**src/logic/sgnvm_regs.svh**
```systemverilog
`ifndef SGNVM_REGS_SVH
`define SGNVM_REGS_SVH
// ==========================================
// Check value
`define SGNVM_CRC_POLY   32'hedb88320
`define SGNVM_CRC_INIT   32'hffffffff
// ==========================================
// Station register offsets (byte addresses)
`define SGNVM_OFS_CMD    5'h00
`define SGNVM_OFS_DATA   5'h04
`define SGNVM_OFS_STATUS 5'h08
`define SGNVM_OFS_RAW    5'h0c
`define SGNVM_OFS_RD0    5'h10
`define SGNVM_OFS_RD1    5'h14
`define SGNVM_OFS_RD2    5'h18
// ==========================================
// Station command codes and fields
`define SGNVM_CMD_CALC   3'h1
`define SGNVM_CMD_UPDATE 3'h2
`define SGNVM_CMD_READSP 3'h3
`define SGNVM_CMD_GAIN   3'h4
`define SGNVM_CMD_AUTO   3'h5
`define SGNVM_SEL_LSB    4
// ==========================================
// Module status bits
`define SGNVM_ST_OOS     0
`define SGNVM_ST_NVMERR  1
`define SGNVM_ST_CRCERR  2
`define SGNVM_ST_REFUSED 3
`define SGNVM_ST_LOADED  4
`define SGNVM_ST_ADCRUN  5
`define SGNVM_ST_CALFAIL 6
// ==========================================
// Scale and limits
`define SGNVM_PCT_FULL   32'd10000
`define SGNVM_TOL_DEN    34'd100000
`define SGNVM_CAL_MAX    12'hfff
`endif

```
**src/logic/sgnvm_pkg.sv**
```systemverilog
package sgnvm_pkg;
`include "sgnvm_regs.svh"

  typedef enum logic [2:0] {
    OP_NONE   = 3'h0,
    OP_WRITE  = 3'h1,
    OP_READ   = 3'h2,
    OP_STATUS = 3'h3,
    OP_GAIN   = 3'h4,
    OP_AUTO   = 3'h5
  } sgnvm_op_t;

  // ==========================================
  // Reflected CRC-32 over one 32-bit word
  function automatic logic [31:0] sgnvm_crc32(input logic [31:0] d);
    logic [31:0] c;
    c = `SGNVM_CRC_INIT;
    for (int i = 0; i < 32; i++) begin
      c = (c[0] ^ d[i]) ? ((c >> 1) ^ `SGNVM_CRC_POLY) : (c >> 1);
    end
    return ~c;
  endfunction
endpackage

```
**src/logic/sgnvm_link_if.sv**
```systemverilog
`timescale 1ns/10ps
`default_nettype none
interface sgnvm_link_if;
  import sgnvm_pkg::*;
  logic        ctb_en;
  logic        req_valid;
  sgnvm_op_t   req_op;
  logic [7:0]  req_addr;
  logic [31:0] req_data;
  logic [31:0] req_crc;
  logic        rsp_valid;
  logic [31:0] rsp_data;
  logic [7:0]  rsp_status;

  modport station (output ctb_en, req_valid, req_op, req_addr, req_data, req_crc,
                   input rsp_valid, rsp_data, rsp_status);
  modport module_end (input ctb_en, req_valid, req_op, req_addr, req_data, req_crc,
                      output rsp_valid, rsp_data, rsp_status);
endinterface
`default_nettype wire

```
**src/logic/sgnvm_safety_module.sv**
```systemverilog
// Our own choices: the Avalon-MM register port and the register addresses.
`timescale 1ns/10ps
`default_nettype none
`include "sgnvm_regs.svh"
module sgnvm_safety_module import sgnvm_pkg::*; #(
  parameter int NUM_SP = 4,
  parameter int SP_W   = 16,
  parameter int GAIN_W = 16
) (
  input  wire logic                           mclk,
  input  wire logic                           rstn,
  sgnvm_link_if.module_end                    link,
  input  wire logic                           oos_switch,
  input  wire logic                           load_button,
  input  wire logic [NUM_SP-1:0][SP_W-1:0]    adc_data,
  input  wire logic [NUM_SP-1:0]              adc_valid,
  output logic      [NUM_SP-1:0][GAIN_W-1:0]  adc_gain,
  output logic                                adc_reset,
  output logic                                adc_run,
  output logic      [2:0][NUM_SP-1:0]         trip_bus,
  output logic                                nvm_led
);
  localparam int NLOC = 3 * NUM_SP;
  localparam int LW   = $clog2(NLOC);
  localparam int CW   = (NUM_SP > 1) ? $clog2(NUM_SP) : 1;

  typedef enum logic [5:0] {
    S_IDLE = 6'b000001,
    S_WR   = 6'b000010,
    S_RB   = 6'b000100,
    S_GW   = 6'b001000,
    S_GA   = 6'b010000,
    S_CAL  = 6'b100000
  } sgnvm_dst_t;

  sgnvm_dst_t  st;
  // Stand-in for the nonvolatile parts: no reset, contents survive
  logic [31:0]       nvm_data [NLOC];
  logic [31:0]       nvm_crc  [NLOC];
  logic [GAIN_W-1:0] gain_nvm [NUM_SP];

  logic              fwd_valid;
  logic              hop_bad;
  sgnvm_op_t         fwd_op;
  logic [7:0]        fwd_addr;
  logic [31:0]       fwd_data;
  logic [31:0]       fwd_crc;
  logic [LW-1:0]     loc;
  logic [CW-1:0]     ch;
  logic [31:0]       wr_data;
  logic [GAIN_W-1:0] gain_val;
  logic [SP_W-1:0]   cal_ref;
  logic              cal_mode;
  logic              cal_pass;
  logic [11:0]       cal_cnt;
  logic              nvm_err;
  logic [LW-1:0]     err_loc;
  logic              crc_err;
  logic              refused;
  logic              cal_fail;
  logic              ld_busy;
  logic [CW-1:0]     ld_sp;
  logic              ld_btn_q;
  logic [CW:0]       pu_idx;
  logic [SP_W-1:0]   diff;
  logic [SP_W-1:0]   sample;
  logic [7:0]        status;

  assign status = {1'b0, cal_fail, adc_run, ~ld_busy, refused, crc_err, nvm_err, oos_switch};

  // ==========================================
  // Comm interface hop
  always_ff @(posedge mclk or negedge rstn) begin
    if (!rstn) begin
      fwd_valid <= 1'b0;
      hop_bad   <= 1'b0;
      fwd_op    <= OP_NONE;
      fwd_addr  <= 8'h0;
      fwd_data  <= 32'h0;
      fwd_crc   <= 32'h0;
    end else begin
      fwd_valid <= 1'b0;
      hop_bad   <= 1'b0;
      if (link.req_valid && link.ctb_en) begin
        if (link.req_crc == sgnvm_crc32(link.req_data)) begin
          fwd_valid <= 1'b1;
          fwd_op    <= link.req_op;
          fwd_addr  <= link.req_addr;
          fwd_data  <= link.req_data;
          fwd_crc   <= sgnvm_crc32(link.req_data);
        end else begin
          hop_bad <= 1'b1;
        end
      end
    end
  end

  // ==========================================
  // Nonvolatile stores
  always_ff @(posedge mclk) begin
    if (st == S_WR) begin
      nvm_data[loc] <= wr_data;
      nvm_crc[loc]  <= sgnvm_crc32(wr_data);
    end
    if (st == S_GW) begin
      gain_nvm[ch] <= gain_val;
    end
  end

  // ==========================================
  // Write, read-back, gain and calibration sequencer
  assign sample = adc_data[ch];
  assign diff = (sample > cal_ref) ? sample - cal_ref : cal_ref - sample;
  // Tolerance 1/100000 of the reference, no division needed
  assign cal_pass = ({18'h0, diff} * `SGNVM_TOL_DEN) <= {18'h0, cal_ref};

  always_ff @(posedge mclk or negedge rstn) begin
    if (!rstn) begin
      st              <= S_IDLE;
      loc             <= '0;
      ch              <= '0;
      wr_data         <= 32'h0;
      gain_val        <= '0;
      cal_ref         <= '0;
      cal_mode        <= 1'b0;
      cal_cnt         <= 12'h0;
      nvm_err         <= 1'b0;
      err_loc         <= '0;
      crc_err         <= 1'b0;
      refused         <= 1'b0;
      cal_fail        <= 1'b0;
      nvm_led         <= 1'b0;
      link.rsp_valid  <= 1'b0;
      link.rsp_data   <= 32'h0;
      link.rsp_status <= 8'h0;
    end else begin
      link.rsp_valid <= 1'b0;
      case (st)
        S_IDLE: begin
          if (hop_bad) begin
            crc_err         <= 1'b1;
            link.rsp_valid  <= 1'b1;
            link.rsp_status <= status | 8'h04;
          end else if (fwd_valid) begin
            loc      <= LW'(fwd_addr);
            ch       <= CW'(fwd_addr);
            wr_data  <= fwd_data;
            gain_val <= GAIN_W'(fwd_data);
            cal_ref  <= SP_W'(fwd_data);
            cal_cnt  <= 12'h0;
            crc_err  <= 1'b0;
            refused  <= 1'b0;
            // Status only moves with an answer, so it holds between answers
            if (fwd_crc != sgnvm_crc32(fwd_data)) begin
              crc_err         <= 1'b1;
              link.rsp_valid  <= 1'b1;
              link.rsp_status <= status | 8'h04;
            end else if (fwd_op == OP_STATUS) begin
              nvm_err         <= 1'b0;
              link.rsp_valid  <= 1'b1;
              link.rsp_status <= status;
            end else if (fwd_op == OP_READ && fwd_addr < 8'(NLOC)) begin
              link.rsp_data   <= nvm_data[LW'(fwd_addr)];
              link.rsp_valid  <= 1'b1;
              link.rsp_status <= status;
            end else if (!oos_switch || !adc_run || ld_busy) begin
              refused         <= 1'b1;
              link.rsp_valid  <= 1'b1;
              link.rsp_status <= status | 8'h08;
            end else if (fwd_op == OP_WRITE && fwd_addr < 8'(NLOC)) begin
              nvm_led <= 1'b1;
              st      <= S_WR;
            end else if ((fwd_op == OP_GAIN || fwd_op == OP_AUTO) && fwd_addr < 8'(NUM_SP)) begin
              cal_mode <= (fwd_op == OP_AUTO);
              cal_fail <= 1'b0;
              if (fwd_op == OP_AUTO) begin
                gain_val <= adc_gain[CW'(fwd_addr)];
                st       <= S_CAL;
              end else begin
                st <= S_GW;
              end
            end else begin
              refused         <= 1'b1;
              link.rsp_valid  <= 1'b1;
              link.rsp_status <= status | 8'h08;
            end
          end
        end
        S_WR: st <= S_RB;
        S_RB: begin
          link.rsp_valid <= 1'b1;
          link.rsp_data  <= nvm_data[loc];
          st             <= S_IDLE;
          if (sgnvm_crc32(nvm_data[loc]) != nvm_crc[loc]) begin
            nvm_err         <= 1'b1;
            err_loc         <= loc;
            link.rsp_status <= status | 8'h02;
          end else begin
            if (err_loc == loc) begin
              nvm_err <= 1'b0;
            end
            link.rsp_status <= status;
          end
        end
        S_GW: st <= S_GA;
        S_GA: begin
          if (cal_mode && !cal_pass) begin
            st <= S_CAL;
          end else begin
            link.rsp_valid  <= 1'b1;
            link.rsp_data   <= {{(32 - GAIN_W){1'b0}}, gain_val};
            link.rsp_status <= status;
            st              <= S_IDLE;
          end
        end
        S_CAL: begin
          if (adc_valid[ch]) begin
            cal_cnt <= cal_cnt + 12'h1;
            if (cal_pass) begin
              st <= S_GW;
            end else if (cal_cnt == `SGNVM_CAL_MAX) begin
              cal_fail        <= 1'b1;
              link.rsp_valid  <= 1'b1;
              link.rsp_status <= status | 8'h40;
              st              <= S_IDLE;
            end else begin
              gain_val <= (sample > cal_ref) ? gain_val - GAIN_W'(1) : gain_val + GAIN_W'(1);
              st       <= S_GW;
            end
          end
        end
        default: st <= S_IDLE;
      endcase
    end
  end

  // ==========================================
  // Converter gains: power-up load, then live updates
  always_ff @(posedge mclk or negedge rstn) begin
    if (!rstn) begin
      pu_idx    <= '0;
      adc_run   <= 1'b0;
      adc_reset <= 1'b1;
      adc_gain  <= '0;
    end else begin
      adc_reset <= 1'b0;
      if (!adc_run) begin
        adc_reset <= 1'b1;
        if (pu_idx == (CW + 1)'(NUM_SP)) begin
          adc_run <= 1'b1;
        end else begin
          adc_gain[CW'(pu_idx)] <= gain_nvm[CW'(pu_idx)];
          pu_idx <= pu_idx + (CW + 1)'(1);
        end
      end else if (st == S_GA) begin
        adc_gain[ch] <= gain_val;
        adc_reset    <= 1'b1;
      end
    end
  end

  // ==========================================
  // Setpoint loader; sole writer of running setpoints
  always_ff @(posedge mclk or negedge rstn) begin
    if (!rstn) begin
      ld_busy  <= 1'b1;
      ld_sp    <= '0;
      ld_btn_q <= 1'b0;
    end else begin
      ld_btn_q <= load_button;
      if (ld_busy) begin
        if (ld_sp == CW'(NUM_SP - 1)) begin
          ld_busy <= 1'b0;
        end
        ld_sp <= (ld_sp == CW'(NUM_SP - 1)) ? '0 : ld_sp + CW'(1);
      end else if (load_button && !ld_btn_q) begin
        ld_busy <= 1'b1;
      end
    end
  end

  // ==========================================
  // Three trip copies, each only reading its own running setpoints
  for (genvar k = 0; k < 3; k++) begin : g_trip
    logic [NUM_SP-1:0][SP_W-1:0] run_sp;
    always_ff @(posedge mclk or negedge rstn) begin
      if (!rstn) begin
        run_sp      <= '0;
        trip_bus[k] <= '0;
      end else begin
        if (ld_busy) begin
          // Copy k always takes location 3*sp+k
          run_sp[ld_sp] <= SP_W'(nvm_data[LW'(3 * ld_sp + k)]);
        end
        for (int i = 0; i < NUM_SP; i++) begin
          trip_bus[k][i] <= adc_run && (adc_data[i] >= run_sp[i]);
        end
      end
    end
  end
endmodule
`default_nettype wire

```
**src/flat_wrapper.sv**
```systemverilog
// flat-port wrapper written by rule: the top's interface ports become plain ports
module sgnvm_safety_module_flat import sgnvm_pkg::*;
#(
  parameter int NUM_SP = 4,
  parameter int SP_W   = 16,
  parameter int GAIN_W = 16
)
  (mclk, rstn, oos_switch, load_button, adc_data, adc_valid, adc_gain, adc_reset, adc_run, trip_bus, nvm_led, link_ctb_en, link_req_valid, link_req_op, link_req_addr, link_req_data, link_req_crc, link_rsp_valid, link_rsp_data, link_rsp_status);
  sgnvm_link_if link_i ();
  input  wire logic mclk;
  input  wire logic rstn;
  input  wire logic oos_switch;
  input  wire logic load_button;
  input  wire logic [NUM_SP-1:0][SP_W-1:0] adc_data;
  input  wire logic [NUM_SP-1:0] adc_valid;
  output logic      [NUM_SP-1:0][GAIN_W-1:0] adc_gain;
  output logic adc_reset;
  output logic adc_run;
  output logic      [2:0][NUM_SP-1:0] trip_bus;
  output logic nvm_led;
  input wire logic [$bits(link_i.ctb_en)-1:0] link_ctb_en;
  input wire logic [$bits(link_i.req_valid)-1:0] link_req_valid;
  input wire logic [$bits(link_i.req_op)-1:0] link_req_op;
  input wire logic [$bits(link_i.req_addr)-1:0] link_req_addr;
  input wire logic [$bits(link_i.req_data)-1:0] link_req_data;
  input wire logic [$bits(link_i.req_crc)-1:0] link_req_crc;
  output wire logic [$bits(link_i.rsp_valid)-1:0] link_rsp_valid;
  output wire logic [$bits(link_i.rsp_data)-1:0] link_rsp_data;
  output wire logic [$bits(link_i.rsp_status)-1:0] link_rsp_status;
  assign link_i.ctb_en = link_ctb_en;
  assign link_i.req_valid = link_req_valid;
  assign link_i.req_op = link_req_op;
  assign link_i.req_addr = link_req_addr;
  assign link_i.req_data = link_req_data;
  assign link_i.req_crc = link_req_crc;
  assign link_rsp_valid = link_i.rsp_valid;
  assign link_rsp_data = link_i.rsp_data;
  assign link_rsp_status = link_i.rsp_status;
  sgnvm_safety_module #(.NUM_SP(NUM_SP), .SP_W(SP_W), .GAIN_W(GAIN_W)) u_core (.mclk(mclk), .rstn(rstn), .link(link_i), .oos_switch(oos_switch), .load_button(load_button), .adc_data(adc_data), .adc_valid(adc_valid), .adc_gain(adc_gain), .adc_reset(adc_reset), .adc_run(adc_run), .trip_bus(trip_bus), .nvm_led(nvm_led));
endmodule
```
**config.mk**
```make
export PLATFORM = sky130hd
export DESIGN_NAME = sgnvm_safety_module_flat
export DESIGN_NICKNAME = d
export VERILOG_FILES = /design/src/logic/sgnvm_pkg.sv /design/src/logic/sgnvm_link_if.sv /design/src/logic/sgnvm_safety_module.sv /design/src/flat_wrapper.sv
export VERILOG_INCLUDE_DIRS = /design/src /design/src/logic
export SDC_FILE = /design/constraint.sdc
export NUM_CORES = 2
export LEC_CHECK = 0
export ABC_AREA = 1
export CAP_MARGIN = 0
export CELL_PAD_IN_SITES_DETAIL_PLACEMENT = 1
export CELL_PAD_IN_SITES_GLOBAL_PLACEMENT = 2
export CORE_MARGIN = 2
export CORE_UTILIZATION = 30
export DETAILED_ROUTE_END_ITERATION = 12
export DONT_BUFFER_PORTS = 1
export PLACE_DENSITY = 0.61
export SETUP_SLACK_MARGIN = 0.5
export SYNTH_ARGS = -nofsm -noshare
export SYNTH_HDL_FRONTEND = slang
export SYNTH_SLANG_ARGS = --single-unit
```
**constraint.sdc**
```tcl
create_clock -name mclk -period 13.1 [get_ports mclk]
set_input_delay 1.31 -clock mclk [delete_from_list [all_inputs] [get_ports mclk]]
set_output_delay 1.31 -clock mclk [all_outputs]
set_load 0.03 [all_outputs]
```
## Yosys cells after proc, flatten, opt, wreduce, memory -nomap -nowiden

Memory sizes are Yosys's and may differ from the RTL's.
Cells that the tools add are included.

- Memory bits (writable): 832
- Word-level logic and storage cells: 690
- Memories: 3
- Output and inout bits: 120
- Bits of input ports: 149
- Register bits: 493

- Reductions and logical operators: 48
- $add $sub $neg: 9
- Magnitude comparators: 23
- Eq/ne operators: 40
- Bitwise logic cells: 261
- Muxes and demuxes: 256
- Multiply operators: 2

Memory list:

| memory | depth | width | read ports | clocked after Yosys merged registers in | write ports | RTL line | source |
|---|---|---|---|---|---|---|---|
| u_core.nvm_crc | 12 | 32 | 1 | 0 | 1 | sgnvm_safety_module.sv:39 | `logic [31:0] nvm_crc [NLOC];` |
| u_core.nvm_data | 12 | 32 | 5 | 0 | 1 | sgnvm_safety_module.sv:38 | `logic [31:0] nvm_data [NLOC];` |
| u_core.gain_nvm | 4 | 16 | 1 | 0 | 1 | sgnvm_safety_module.sv:40 | `logic [GAIN_W-1:0] gain_nvm [NUM_SP];` |

Operators with widths:

| kind | count |
|---|---|
| 32-bit 2-to-1 mux | 134 |
| 13-bit NOT with 14-bit output | 124 |
| 64-bit bitwise mux | 5 |
| 16-bit 2-to-1 mux | 19 |
| 16-bit greater-or-equal comparator | 12 |
| 64-bit 2-to-1 mux | 3 |
| 32-bit NOT | 4 |
| 1-bit bitwise XOR | 124 |
| 16-bit demux with 2-bit select | 3 |
| 8-bit 2-to-1 mux | 12 |
| 32-bit one-hot mux with 3 select lines | 1 |
| 6-bit 2-to-1 mux | 12 |
| 16-bit binary-select mux with 2-bit select | 2 |
| 32-bit inequality test | 2 |
| 1-bit 2-to-1 mux | 51 |
| 12-bit 2-to-1 mux | 3 |
| 33-bit by 16-bit less-or-equal comparator with 1-bit output | 1 |
| 32-bit == test | 1 |
| 16-bit one-hot mux with 2 select lines | 1 |
| 8-bit one-hot mux with 4 select lines | 1 |
| 16-bit subtractor | 2 |
| 6-bit one-hot mux with 5 select lines | 1 |
| 16-bit by 12-bit multiplier with 28-bit output (second input constant) | 1 |
| 12-bit one-hot mux with 2 select lines | 1 |
| other kinds (49) | 119 |

## Depth between registers and ports, before layout

- Depth in word-level cells: 69
- Mapped depth: 63
- Depth with buffers taken out: 53

## Worst setup path after synthesis

No wires, ideal clock.

- Path kind: register to register
- Start point: reg u_core.ch[0]
- End point: reg u_core.link.rsp_data[21]
- Cell stages (with the launch flop): 57
- Required time: 12.982 ns
- Clock period less this slack: 10.634 ns
- Library setup time: 0.118 ns
- Arrival: 10.516 ns
- Buffers on the path: 10
- Setup slack: 2.466 ns
- Path through: dfrtp_1 buf_6 buf_6 buf_6 nor2_2 inv_1 buf_2 buf_1 buf_1 buf_1 clkbuf_1 o22ai_1 a21oi_1 o21a_1 ha_1 inv_1 fa_1 inv_1 (+21 left out) a21oi_1 a21boi_0 o21ai_0 a21boi_0 o21ai_0 a21oi_1 xor2_1 nand2_1 nor4_1 nand4_1 nand3_1 nor2_1 nor3_1 nand2_1 buf_2 buf_2 nand2_1 nand2_1

- Longest elaborated chain between the ends: 10
- Elaborated cells on any way between the ends: 12
- Those cells by class: 2 x add/sub; 1 x mul; 2 x order compare; 1 x eq/ne; 3 x mux; 3 x reduce/logical

RTL lines:

| what | RTL line | source |
|---|---|---|
| start, declared | sgnvm_safety_module.sv:49 | `logic [CW-1:0] ch;` |
| start signal, assigned | sgnvm_safety_module.sv:146 | `ch <= CW'(fwd_addr);` |
| 16-bit binary-select mux with 2-bit select (*) | sgnvm_safety_module.sv:112 | `assign sample = adc_data[ch];` |
| 16-bit 2-to-1 mux (implied by the code) (*) | sgnvm_safety_module.sv:112 |  |
| 16-bit subtractor / 16-bit > comparator (equally long branches) | sgnvm_safety_module.sv:113 | `assign diff = (sample > cal_ref) ? sample - cal_ref : cal_ref - sample;` |
| 16-bit 2-to-1 mux (*) | sgnvm_safety_module.sv:113 |  |
| 16-bit by 12-bit multiplier with 28-bit output (no source line) (*) | -- |  |
| 33-bit by 16-bit less-or-equal comparator with 1-bit output (*) | sgnvm_safety_module.sv:115 | `` assign cal_pass = ({18'h0, diff} * `SGNVM_TOL_DEN) <= {18'h0, cal_ref}; `` |
| 1-bit zero test (*) | sgnvm_safety_module.sv:207 | `if (cal_mode && !cal_pass) begin` |
| 1-bit logical AND (*) | sgnvm_safety_module.sv:207 |  |
| 2-bit inequality test (no source line) (*) | -- |  |
| 7-bit AND reduction (no source line) (*) | -- |  |
| end signal, assigned | sgnvm_safety_module.sv:163 | `link.rsp_data <= nvm_data[LW'(fwd_addr)];` |
| end signal, assigned | sgnvm_safety_module.sv:192 | `link.rsp_data <= nvm_data[loc];` |
| end signal, assigned | sgnvm_safety_module.sv:211 | `link.rsp_data <= {{(32 - GAIN_W){1'b0}}, gain_val};` |
| end, declared | sgnvm_link_if.sv:18 | `output rsp_valid, rsp_data, rsp_status);` |

Every way passes the cells marked *; elsewhere a longest branch is shown, timed or not. The select of a mux whose other input is x is not followed.
A chain may end at the register's enable or synchronous reset.

## Worst setup path in the final report

- Start point: reg u_core.ch[0]
- End point: reg u_core.link.rsp_data[4]

Same word-level chain as after synthesis.

==> flow_summary.ini <==
[timing]
worst_hold_slack_ps = 172.3
final_hold_viol_count = 0
finalMaxSlewViolations = 361
rsz0062_at_grt = false
timing.setup.tns_ps = 0
period_minus_slack_ps = 11650
max_freq_ghz = 0.08586
setup_viol = 0
final_min_period_over_clock_period = 0.8891
maxSlewHeadroom = -0.8114
worst_clock_skew_ps = 79.17
worstMarginPinSlew_ps = 2717

[global_route]
groute.usage.overall = 0.2655
grt_remaining_overflow = 0
grt_start_max_net_pins = 475
initial_antenna_violation_count = 42
grt_pass1_wl_um = 560400
grt_pass1_vias = 77400

[die]
core_area_mm2 = 0.2845
die_y_um = 537.9
die_width_um = 537.9
floorplan.io_pins = 269
dieArea_mm2 = 0.2893
start_util = 0.3006
std_cell_rows = 196

[critical_path]
worst_reg2reg_path_endpoint = u_core.link.rsp_data[4]
path_delay_family = compound AO/OA/AOI/OAI gates
crit_buf_inv = 12
cp_data_required_time_ps = 13830
path_class = reg2reg
worst-path-max-fanout = 48
setup.worst_path.end_class = register
critical_path.reg2reg.startpoint = u_core.ch[0]
cp_slowest_stage_delay_ps = 640
critical_path.startpoint_type = register
crit_start = u_core.ch[0]
crit_slowest_cell = sky130_fd_sc_hd__dfrtp_4
worstPathArrival_ps = 12380
path_common_cell = sky130_fd_sc_hd__inv_1
timing.reg2reg.setup_slack_ps = 1450
length_in_cells_of_the_worst_reg_to_reg_path = 49

[placement]
numPortBuffers = 0
finalWeightedCongestion = 0.8706
dpl.hpwl_um = 285900

[yosys]
synth_simple_gate_area_frac = 0.2084
postSynthCellCount = 10350
synth_async_sr_flop_share = 0.3629
ys.flop_type = sky130_fd_sc_hd__edfxtp_1
post_synth_fa_ha_maj_area_fraction = 0.06365
synthesis.area_mm2 = 0.08552
synth_compound_gate_area_share = 0.1396
synth.avg_cell_area_um2 = 8.261
yosys_warnings = 0
synth-edff-count = 832
synth_area_in_xor_xnor = 0.07971
number_of_distinct_library_cells_after_synthesis = 75
synth_top_area_frac = 0.2922
syn_nets = 10910
yosys.area.top_type = sky130_fd_sc_hd__edfxtp_1
synth_seq_area_share = 0.4309
synth.ff_latch_count = 1306
synth_area_leaders = sky130_fd_sc_hd__edfxtp_1 29%, sky130_fd_sc_hd__dfrtp_1 14%, sky130_fd_sc_hd__nand2_1 13%
largest_family_of_logic_cells_by_synthesized_area = simple AND/OR/NAND/NOR gates
synth.area.mux_share = 0.006672

[power_and_ir_drop]
leakage_power_of_the_design_nw = 41.84
pwr_density_cell_mw_per_mm2 = 205.8
worst_ir_drop_vdd_uv = 319.5

[layout]
final_net_count = 10780
area_growth_pct = 11.63
mostFrequentLayoutCell = sky130_fd_sc_hd__nand2_1
final_layout_size_suffix_gt1_frac = 0.07355
most-common-layout-cells = 2,905 x sky130_fd_sc_hd__nand2_1, 1,035 x sky130_fd_sc_hd__inv_1, 904 x sky130_fd_sc_hd__o21ai_0, 832 x sky130_fd_sc_hd__edfxtp_1, 660 x sky130_fd_sc_hd__nand3_1
fillers = 33550

[clock_tree]
clock_latency_ps = 860
cts.sink_count = 1306
clock-root-buffer = sky130_fd_sc_hd__clkbuf_16
cts-buffers-inserted = 169
h-tree-depth = 4
clk_transition_reported_paths_ps = 60
max-clock-path-buffers = 4
cts_hold_repair.buffers = 0
cts_tree = yes

[detailed_routing]
drtPass1Iterations = 5
post_drt_wl_per_cell_um = 27.64
ratio_of_routed_vias_to_standard_cells = 5.322
route.vias.total = 75250
detail-route-antenna-nets = 0
drt-total-wl_um = 390800
drtIter0Drc = 5677
remaining_drc_errors = 0

[run_status]
violations = max-slew violations
run_status = finished, violations left

[run]
cap_viol_max_count = 0

[hold_path]
holdCritPathClass = in2async
## how the worst max path moves through the flow
stage | slack [ps] | cells past startpoint | to
global placement | 460 | 44 | u_core.link.rsp_data[8]
detailed placement | 210 | 44 | u_core.link.rsp_data[4]
floorplan | 2470 | 56 | u_core.link.rsp_data[21]
global route | 560 | 49 | u_core.link.rsp_data[4]
finish | 1450 | 49 | u_core.link.rsp_data[4]
CTS | 570 | 45 | u_core.link.rsp_data[4]
## logic make-up after synthesis
logic type      count (synthesis)
xor+xnor                      688
simple gates                 4286
fa+ha+maj                     408
buf+inv                      1526
other cells                     1
compound gates               2084
mux                            53
flops                        1306
## cell usage after synthesis (all sizes together), types with 8 or more instances
master  number
a21boi      18
nand4       69
and2        11
clkinv      10
o22a        10
nand3b      34
or2         28
nand3      684
nor3        30
dfrtp      471
o22ai      339
xnor2      225
o211ai      47
o31ai       18
mux2        32
mux2i       21
nor2       420
o221a       11
a21oi      467
a32o        29
clkbuf     293
nor4        10
o221ai      19
nand2     2994
a31oi       35
xor2       461
o21a        42
a221oi      10
edfxtp     832
fa          45
o211a        8
o21ai      920
a22oi       71
ha         363
inv       1073
buf        150
## sequential cells by signal, indices dropped and copies added (netlist names), 2 cells and up
name / cells
u_core.nvm_crc: 384
u_core.nvm_data: 384
u_core.g_trip.run_sp: 192
u_core.adc_gain: 64
u_core.gain_nvm: 64
u_core.fwd_crc: 32
u_core.fwd_data: 32
u_core.link.rsp_data: 32
u_core.wr_data: 17
u_core.gain_val: 16
u_core.cal_ref: 15
u_core.cal_cnt: 12
u_core.trip_bus: 12
u_core.fwd_addr: 8
u_core.link.rsp_status: 7
u_core.st: 6
u_core.err_loc: 4
u_core.fwd_op: 3
u_core.loc: 3
u_core.pu_idx: 3
u_core.ld_sp: 2
## final cells by class
type                            count  area, µm²  share of cell area
Clock buffer                      224       4733             0.04959
Tap cell                         3762       4707             0.04931
Inverter                         1083       4083             0.04277
Clock inverter                     81      880.8            0.009228
Antenna cell                       18      45.04           0.0004719
Sequential cell                  1306      36880              0.3863
Multi-Input combinational cell   7520      42970              0.4501
Timing Repair Buffer              146       1166             0.01222
## per-layer routing
metal | vias up | global-route usage | share of wire
met4 | 12 | 0.05839 | 0.022
met3 | 396 | 0.03155 | 0.051
li1 | 34590 | - | -
met5 | - | 0 | 0.00020
met1 | 38440 | 0.3716 | 0.47
met2 | 1810 | 0.4377 | 0.46
## repair_timing
action                     4_1_cts  5_1_grt
gates resized for setup          2        6
pin swaps                        0        1
hold endpoints to repair         0        0
setup buffers                    0        3
setup endpoints to repair       32       55
## metrics by stage
stage | std cells | total power, W | worst slack [ps] | utilization | cell area, µm²
after floorplan | 10350 | 0.01124 | 2466 | - | 85520
after global placement | 13810 | 0.01484 | 456.4 | 0.3154 | 89720
after detailed placement | 13810 | 0.01494 | 207.1 | 0.3154 | 89720
after CTS | 14120 | 0.01982 | 571.2 | 0.3352 | 95340
after global routing | 14120 | 0.02112 | 565.0 | 0.3354 | 95420
final | 14140 | 0.01964 | 1453 | 0.3356 | 95460
## power breakdown
part	switching [W]	total (W)	internal, W
registers	0.000256	0.00493	0.00467
clock network	0.00192	0.00480	0.00287
logic	0.00690	0.00992	0.00302
(Power assumes the default switching activity.)
